File: src/tseh_pkg.sv
// Package for the two-stage engage handshake block
package tseh_pkg;
	localparam int PAT_W = 8;
	localparam logic [7:0] PAT_A_DEF = 8'h12;
	localparam logic [7:0] PAT_B_DEF = 8'h9A;
	// Countdown length in user clock cycles
	localparam logic [7:0] CNT_LOAD = 8'h10;
	localparam logic [7:0] CNT_ZERO = 8'h00;
	localparam logic [7:0] CNT_ONE = 8'h01;
	// Consecutive alternations needed before the countdown starts
	localparam logic [2:0] ALT_NEED = 3'h4;
	localparam logic [2:0] ALT_ZERO = 3'h0;
	localparam logic [2:0] ALT_ONE = 3'h1;
	localparam int CRIT_W = 4;
	localparam logic [3:0] CRIT_IDLE = 4'h0;

	typedef enum logic [1:0] {
		TSEH_HUNT = 2'b00,
		TSEH_COUNT = 2'b01,
		TSEH_ENGAGED = 2'b10
	} tseh_state_t;

	typedef struct packed {
		logic stage1_start; // Pulse: first stage startup ran
		logic stage2_done;  // Pulse: second stage finished loading
	} tseh_cfg_t;

	typedef struct packed {
		tseh_state_t state;
		logic [7:0] last_pat;
		logic last_ok;
		logic [2:0] alt_cnt;
		logic [7:0] cnt;
		logic engaged;
		logic done_pin;
		logic done_hold;
		logic [3:0] crit;
	} tseh_st_t;
endpackage : tseh_pkg

File: src/tseh_engage.sv
// Core-side engage handshake, configuration-complete pin and input masking
//Contract
//- Complete pin pulses once after stage one
//- Complete pin high and held after stage two
//- Accept eight-bit stage-two alive bus
//- Pattern pair parameterised, defaults 0x12, 0x9A
//- Detected pattern starts countdown before engaging
//- Engaged flag rises when countdown completes
//- Critical inputs held deasserted until engaged
//- Critical inputs pass through once engaged
//- Configuration pins stay dedicated after stage two
`timescale 1ns/10ps
`default_nettype none
module tseh_engage #(
	parameter logic [7:0] PAT_A = tseh_pkg::PAT_A_DEF,
	parameter logic [7:0] PAT_B = tseh_pkg::PAT_B_DEF
) (
	input wire logic clk_sys_i,           // User clock, 40 MHz
	input wire logic reset_n_i,           // Sync reset, active low
	input wire tseh_pkg::tseh_cfg_t cfg_i, // Config controller events
	input wire logic [7:0] alive_bus_i,   // Stage-two alive pattern
	input wire logic [3:0] crit_user_i,   // Critical inputs from user
	output logic [3:0] crit_core_o,       // Critical inputs to core
	output logic app_engaged_o,           // Engaged flag
	output logic cfg_done_o,              // Configuration-complete pin
	output logic cfg_pins_dedicated_o     // Config pins kept dedicated
);
	tseh_pkg::tseh_st_t st_reg;
	tseh_pkg::tseh_st_t st_next;
	logic is_pat;
	logic alt;

	// Bus comes from user logic on the same clock; no synchroniser
	assign is_pat = (alive_bus_i == PAT_A) || (alive_bus_i == PAT_B);
	assign alt = is_pat && st_reg.last_ok && (alive_bus_i != st_reg.last_pat);

	always_comb begin
		st_next = st_reg;
		st_next.last_pat = alive_bus_i;
		st_next.last_ok = is_pat;
		st_next.done_pin = st_reg.done_hold;
		if (cfg_i.stage1_start) begin
			st_next.done_pin = 1'b1;
		end
		if (cfg_i.stage2_done) begin
			st_next.done_hold = 1'b1;
			st_next.done_pin = 1'b1;
		end
		case (st_reg.state)
			tseh_pkg::TSEH_HUNT: begin
				if (alt) begin
					st_next.alt_cnt = st_reg.alt_cnt + tseh_pkg::ALT_ONE;
					if (st_next.alt_cnt == tseh_pkg::ALT_NEED) begin
						st_next.state = tseh_pkg::TSEH_COUNT;
						st_next.cnt = tseh_pkg::CNT_LOAD;
						st_next.alt_cnt = tseh_pkg::ALT_ZERO;
					end
				end else begin
					st_next.alt_cnt = tseh_pkg::ALT_ZERO;
				end
			end
			tseh_pkg::TSEH_COUNT: begin
				if (!alt) begin
					st_next.state = tseh_pkg::TSEH_HUNT;
				end else if (st_reg.cnt == tseh_pkg::CNT_ONE) begin
					st_next.state = tseh_pkg::TSEH_ENGAGED;
					st_next.engaged = 1'b1;
					st_next.cnt = tseh_pkg::CNT_ZERO;
				end else begin
					st_next.cnt = st_reg.cnt - tseh_pkg::CNT_ONE;
				end
			end
			tseh_pkg::TSEH_ENGAGED: begin
				// Engaged is sticky until reset; later pattern loss ignored
				st_next.engaged = 1'b1;
			end
			default: begin
				st_next.state = tseh_pkg::TSEH_HUNT;
			end
		endcase
		// Mask glitches from a half-loaded second stage
		if (st_next.engaged) begin
			st_next.crit = crit_user_i;
		end else begin
			st_next.crit = tseh_pkg::CRIT_IDLE;
		end
	end

	always_ff @(posedge clk_sys_i) begin
		if (!reset_n_i) begin
			st_reg <= '{state: tseh_pkg::TSEH_HUNT, last_pat: 8'h00,
				last_ok: 1'b0, alt_cnt: tseh_pkg::ALT_ZERO,
				cnt: tseh_pkg::CNT_ZERO, engaged: 1'b0, done_pin: 1'b0,
				done_hold: 1'b0, crit: tseh_pkg::CRIT_IDLE};
		end else begin
			st_reg <= st_next;
		end
	end

	assign crit_core_o = st_reg.crit;
	assign app_engaged_o = st_reg.engaged;
	assign cfg_done_o = st_reg.done_pin;
	// Persist is never released in this flow
	assign cfg_pins_dedicated_o = 1'b1;
endmodule : tseh_engage
`default_nettype wire

File: config.mk
export PLATFORM = sky130hd
export DESIGN_NAME = tseh_engage
export DESIGN_NICKNAME = d
export VERILOG_FILES = /design/src/tseh_pkg.sv /design/src/tseh_engage.sv
export SDC_FILE = /design/constraint.sdc
export NUM_CORES = 1
export LEC_CHECK = 0
export BUFFER_PORTS_ARGS = -buffer_cell sky130_fd_sc_hd__buf_2
export CAP_MARGIN = 20
export CORE_AREA = 2 2 55 78
export CTS_CLUSTER_DIAMETER = 80
export DETAILED_ROUTE_END_ITERATION = 7
export DIE_AREA = 0 0 57 80
export SLEW_MARGIN = 10
export SYNTH_ARGS = -nofsm -noshare
export SYNTH_HDL_FRONTEND = slang
export SYNTH_SLANG_ARGS = --single-unit
File: constraint.sdc
create_clock -name clk_sys_i -period 2.12 [get_ports clk_sys_i]
set_clock_uncertainty 0.15 [all_clocks]
set_input_delay 0.106 -clock clk_sys_i [delete_from_list [all_inputs] [get_ports clk_sys_i]]
set_output_delay 0.106 -clock clk_sys_i [all_outputs]
set_load 0.01 [all_outputs]
## Word-level counts from Yosys, hierarchy flattened

Index checks and enable logic that the tools add are counted.

| operators by class | value |
|---|---|
| div/mod/pow operators | 0 |
| eq/ne operators | 11 |
| magnitude comparators | 0 |
| shift-type cells | 0 |
| bitwise logic cells | 1 |
| muxes and demuxes | 15 |
| add/sub/neg operators | 2 |
| reductions and logical operators | 8 |
| $mul | 0 |

Operators by type and width:

| cell | count |
|---|---|
| 8-bit two-way mux | 2 |
| 8-bit one-hot mux with 2 select lines | 1 |
| 11-bit two-way mux | 1 |
| 2-bit two-way mux | 5 |
| 9-bit two-way mux | 1 |
| 8-bit by 1-bit equality test with 1-bit output (second input constant) | 1 |
| 8-bit by 5-bit equality test with 1-bit output (second input constant) | 1 |
| 8-bit equality test (second input constant) | 1 |
| 8-bit inequality test | 1 |
| 4-bit AND reduction | 2 |
| 8-bit by 1-bit subtractor with 8-bit output (second input constant) | 1 |
| 2-bit inequality test (second input constant) | 3 |
| 2-bit one-hot mux with 3 select lines | 1 |
| 3-bit by 1-bit adder with 3-bit output (second input constant) | 1 |
| 3-bit equality test (second input constant) | 1 |
| 3-bit two-way mux | 1 |
| 3-bit inequality test (second input constant) | 1 |
| 2-bit by 1-bit equality test with 1-bit output (second input constant) | 1 |
| 2-bit equality test (second input constant) | 1 |
| 1-bit logical AND | 2 |
| 2-bit logical NOT | 1 |
| 1-bit two-way mux | 2 |
| 1-bit one-hot mux with 2 select lines | 1 |
| 2-bit AND reduction | 1 |
| 3 further kinds | 3 |

| word-level totals | value |
|---|---|
| bits in read-only memories | 0 |
| output and inout bits | 7 |
| input bits | 16 |
| bits in writable memories | 0 |
| register bits | 29 |
| word-level logic and storage cells | 46 |
| memories | 0 |
| bits in latches | 0 |

## Longest topological paths before layout

| logic depth | value |
|---|---|
| word-level depth | 7 |
| gate-level depth with buffers | 7 |
| depth with buffers taken out | 7 |

## Worst setup path after synthesis

No wires, ideal clock.

| timing path | value |
|---|---|
| path type | flip-flop to flip-flop |
| from | register st_reg[28] (netlist name) |
| to | register st_reg[8] (netlist name) |
| required time | 1.900 ns |
| arrival time | 1.805 ns |
| cell stages (with the launch flop) | 8 |
| buffers on the path | 0 |
| path slack | 0.095 ns |
| period minus slack after synthesis | 2.025 ns |
| path through | dfxtp_1 > inv_1 > ha_1 > and2b_2 > a31oi_1 > a2111o_1 > or3b_1 > a21oi_1 |

| between the ends | value |
|---|---|
| word-level cells in the longest chain between the ends | 3 |
| elaborated cells between the ends (all ways) | 8 |
| those cells by class | eq/ne (4); mux (1); reduce/logical (3) |

Ends and longest elaborated chain:

| element | line | text |
|---|---|---|
| from (decl) | tseh_engage.sv:28 | `tseh_pkg::tseh_st_t st_reg;` |
| from (signal assigned) | tseh_engage.sv:91 | `st_reg <= '{state: tseh_pkg::TSEH_HUNT, last_pat: 8'h00,` |
| from (signal assigned) | tseh_engage.sv:96 | `st_reg <= st_next;` |
| 2-bit by 1-bit equality test with 1-bit output / 2-bit logical NOT (equally long branches) | tseh_engage.sv:49 | `case (st_reg.state)` |
| 2-bit inequality test (no source line) / 2-bit nonzero test (equally long branches) | - |  |
| 4-bit AND reduction (no source line) | - |  |

Several ways; a longest one is shown, not always the timed one.
A chain may end at the register's enable or synchronous reset.

## Final worst setup path

| timing path | value |
|---|---|
| from | input alive_bus_i[7] |
| to | register st_reg[8] (netlist name) |

| between the ends | value |
|---|---|
| word-level cells in the longest chain between the ends | 6 |
| elaborated cells between the ends (all ways) | 9 |
| those cells by class | eq/ne (5); reduce/logical (4) |

Ends and longest elaborated chain:

| element | line | text |
|---|---|---|
| from (decl) | tseh_engage.sv:21 | `input wire logic [7:0] alive_bus_i,` |
| 8-bit by 5-bit equality test with 1-bit output / 8-bit equality test (equally long branches) | tseh_engage.sv:34 | `assign is_pat = (alive_bus_i == PAT_A) \|\| (alive_bus_i == PAT_B);` |
| 1-bit logical OR | tseh_engage.sv:34 |  |
| 1-bit logical AND | tseh_engage.sv:35 | `assign alt = is_pat && st_reg.last_ok && (alive_bus_i != st_reg.last_pat);` |
| 1-bit logical AND * | tseh_engage.sv:35 |  |
| 2-bit inequality test (no source line) | - |  |
| 4-bit AND reduction (no source line) * | - |  |

Mark *: on every way between the ends. The rest lies on a longest branch, timed or not.

==> metrics list <==
- Width of the die: 57 um
- The flow ran to the end, and the final reports show no timing, DRC or antenna violations.
- Most used cells in the layout excluding fill and tap cells: 28 x sky130_fd_sc_hd__dfxtp_1, 21 x sky130_fd_sc_hd__buf_2, 14 x sky130_fd_sc_hd__and2_1, 14 x sky130_fd_sc_hd__dlygate4sd3_1
* Utilization after layout: 50.0%
- Largest driver fanout on the critical path: 4
- After detailed routing, the average wire length per cell comes to about 13 um.
* Total Wirelength: ~3400 um
* Area of the core region: slightly below 4000 um^2
- Area enclosed by the die boundary: 4560 um^2
- Number of non-filler instances in the completed layout: 257
- The number of hold violations in the final report is 0.
- Final-stage net count: roughly 240
* Maximum buffer depth of the clock tree: 2
- When the netlist entered floorplanning its net count stood at 192.
- Port-buffer cells: 21
- Maximum number of pins on one net before global-route repair: 24
- Final critical-path required period: around 2 ns
- Upper clock frequency limit: 490 MHz
* Number of rows created at floorplan: 27
* Count of final max-slew check failures: 0
- The detailed router placed about 1300 vias in this run.
- Static leakage: ~0.85 nW
- In this run the number of H-tree levels came out at 2.
- Clock net sink count: 29
* Starting density of the core: 38.7%
- The number of placed instances, taps included, is 235.
* Final period utilization: 96.4%
* Dpl hpwl: approximately 2400 um
- For this run, the number of Yosys warnings is 0.
- Clk Latency, worst-skew pair: between 0.2 and 0.3 ns
* Power density of the placed cells: 572 nW/um^2
- Post-synth top flop: sky130_fd_sc_hd__dfxtp_1
- After synthesis the cells add up to 1490 um^2.
* Nature of the critical path endpoint: register
- Each instance of the synthesized netlist takes up on average 8.83 um^2.
- In this run the count of I/O pins placed on the die edge is 23.
- The area growth from synthesis to layout is 29.1%.
* Number of remaining DRC errors: 0
- Share of synthesized area occupied by flip-flops and latches: ~40%
- Setup repair after global routing left no endpoint under its margin.
* Max Cap Violations: 0
- Across every metal layer, demand over resource in global routing totals 16.3%.
- Number of antenna violations at the first check in global routing: 0
* Final estimated routing congestion in global placement: about 0.82
* Largest register FFs: 23
- The worst-case IR drop observed on VDD is 0.000471 V.
* Async set or reset register ratio after synthesis: 0%
- CTS Buf Count: 5
* Worst hold path type: in2reg
- Arrival time of the worst setup path: around 2.1 ns
* Remaining number of nets flagged by the antenna check after routing: 0
* Initial detailed-routing violation count: 42
- Proportion of layout cells with a drive suffix above 1: 22.4%
* Root Buffer Master: sky130_fd_sc_hd__clkbuf_8
* Yosys reg bits: 29
- Worst reg-to-reg setup slack: 0.13 ns
* Setup Total Neg Slack: 0 ns
- Leaving out fill and tap cells, the most frequent cell in the layout is sky130_fd_sc_hd__dfxtp_1.
- Total of endpoints with negative setup slack in the final report: 0
- The number of antenna diodes in the final layout is 0.
* Total gr overflow: 0
- Die boundary height: 80 um
- STA classifies the critical path startpoint as a primary input.
- After clock tree synthesis, the clock-pin slew on the worst setup and hold paths is 0.06 ns.
- Counting flops with a built-in enable in the synthesized netlist gives 0.
- The synthesized netlist contains 42 unique library cells.
- CP required: 2.18 ns
* Critical path class: in2reg
- TritonCTS built the clock tree.
* Drt first pass iters: 4
- Synthesis produced 169 cells.
- Using the TritonRoute via totals, the vias-per-cell ratio works out to just over 5.
* Number of global-route vias before repair: 1396
- The first global-routing pass estimated 5660 um of wire.
[power by group]
group / total [mW] / internal (mW) / switching, mW
clock: 0.452 / 0.257 / 0.195
sequential: 0.561 / 0.556 / 0.00448
combinational: 0.0884 / 0.0485 / 0.0399
total: 1.10 / 0.862 / 0.240
[critical path, cell delays in order]
cell and delay (ns):
sky130_fd_sc_hd__dlygate4sd3_1 0.53, sky130_fd_sc_hd__buf_2 0.15, sky130_fd_sc_hd__xor2_1 0.16, sky130_fd_sc_hd__nor4_1 0.08, sky130_fd_sc_hd__buf_4 0.15, sky130_fd_sc_hd__a2111o_1 0.42
sky130_fd_sc_hd__or3b_1 0.37, sky130_fd_sc_hd__a21oi_1 0.14
[metal layers]
| layer | up-vias | wire (um) | share of wire (%) | global-route usage, % |
|---|---|---|---|---|
| li1 | 675 | - | - | - |
| met1 | 617 | 1420 | 42 | 15.6 |
| met2 | 30 | 1770 | 52 | 30.3 |
| met3 | 6 | 150 | 4.4 | 5.51 |
| met4 | 0 | 53 | 1.6 | 7.67 |
| met5 | - | 0 | 0 | 0 |
[layout make-up]
cell class,count,area (um^2)
multi-input combinational,124,846
fill,357,1930
sequential,29,582
clock buffer,7,86.3
inverter,8,30.0
tap,43,53.8
timing repair buffer,46,328
[path summary, 6_finish.rpt]
kind | start | cells after the start | to
worst max-delay path | alive_bus_i[7] | 8 | st_reg[8]$_SDFFE_PN0P_
worst max register to register | st_reg[27]$_SDFFE_PN0P_ | 7 | st_reg[8]$_SDFFE_PN0P_
worst min register to register | st_reg[8]$_SDFFE_PN0P_ | 2 | st_reg[8]$_SDFFE_PN0P_
worst min-delay path | reset_n_i | 3 | st_reg[28]$_SDFFE_PN0P_
[metrics by stage]
stage	worst slack [ns]	hold WS (ns)	power, mW	instance area, um^2
after floorplan	0.0948	0.0702	0.606	1490
after global placement	0.118	0.155	0.635	1680
after detailed placement	0.0513	0.160	0.637	1680
final	0.0774	0.130	1.10	1930
after CTS	0.0112	0.116	1.12	1900
after global routing	0.00957	0.145	1.15	1930
[timing repair]
action,4_1_cts,5_1_grt
endpoints found under the hold margin,14,0
endpoints found under the setup margin,0,11
hold buffers,14,0
setup buffers,0,1
gates resized for setup,0,5
[cell families after synthesis]
| kind of cell | share of synthesized area, % |
|---|---|
| compound gates | 15.9 |
| flops | 38.9 |
| buf+inv | 5.29 |
| xor+xnor | 5.87 |
| other cells | 0.251 |
| simple gates | 27.2 |
| fa+ha+maj | 5.87 |
| mux | 0.671 |
[cell usage after synthesis, types with 2 or more instances]
| master | instances | area share [%] |
|---|---|---|
| sky130_fd_sc_hd__nor2_1 | 12 | 3.0 |
| sky130_fd_sc_hd__xor2_1 | 9 | 5.3 |
| sky130_fd_sc_hd__a31oi_1 | 3 | 1.3 |
| sky130_fd_sc_hd__nand2_1 | 12 | 3.0 |
| sky130_fd_sc_hd__a21oi_1 | 8 | 2.7 |
| sky130_fd_sc_hd__nand4_1 | 3 | 1.3 |
| sky130_fd_sc_hd__clkbuf_1 | 3 | 0.75 |
| sky130_fd_sc_hd__buf_4 | 5 | 2.5 |
| sky130_fd_sc_hd__nor2b_1 | 2 | 0.84 |
| sky130_fd_sc_hd__a21o_1 | 2 | 1.0 |
| sky130_fd_sc_hd__nand3_1 | 5 | 1.7 |
| sky130_fd_sc_hd__nor4_1 | 2 | 0.84 |
| sky130_fd_sc_hd__ha_1 | 7 | 5.9 |
| sky130_fd_sc_hd__nand3b_1 | 2 | 1.0 |
| sky130_fd_sc_hd__and2_1 | 14 | 5.9 |
| sky130_fd_sc_hd__o211ai_1 | 5 | 2.5 |
| sky130_fd_sc_hd__dfxtp_1 | 29 | 39 |
| sky130_fd_sc_hd__nand2b_1 | 4 | 1.7 |
| sky130_fd_sc_hd__o21ai_0 | 6 | 2.0 |
| sky130_fd_sc_hd__and3_2 | 2 | 1.0 |
| sky130_fd_sc_hd__nor3_1 | 3 | 1.0 |
| sky130_fd_sc_hd__o31ai_1 | 4 | 2.0 |
| sky130_fd_sc_hd__inv_1 | 8 | 2.0 |
No activity file was read; power rests on OpenSTA's default activity.
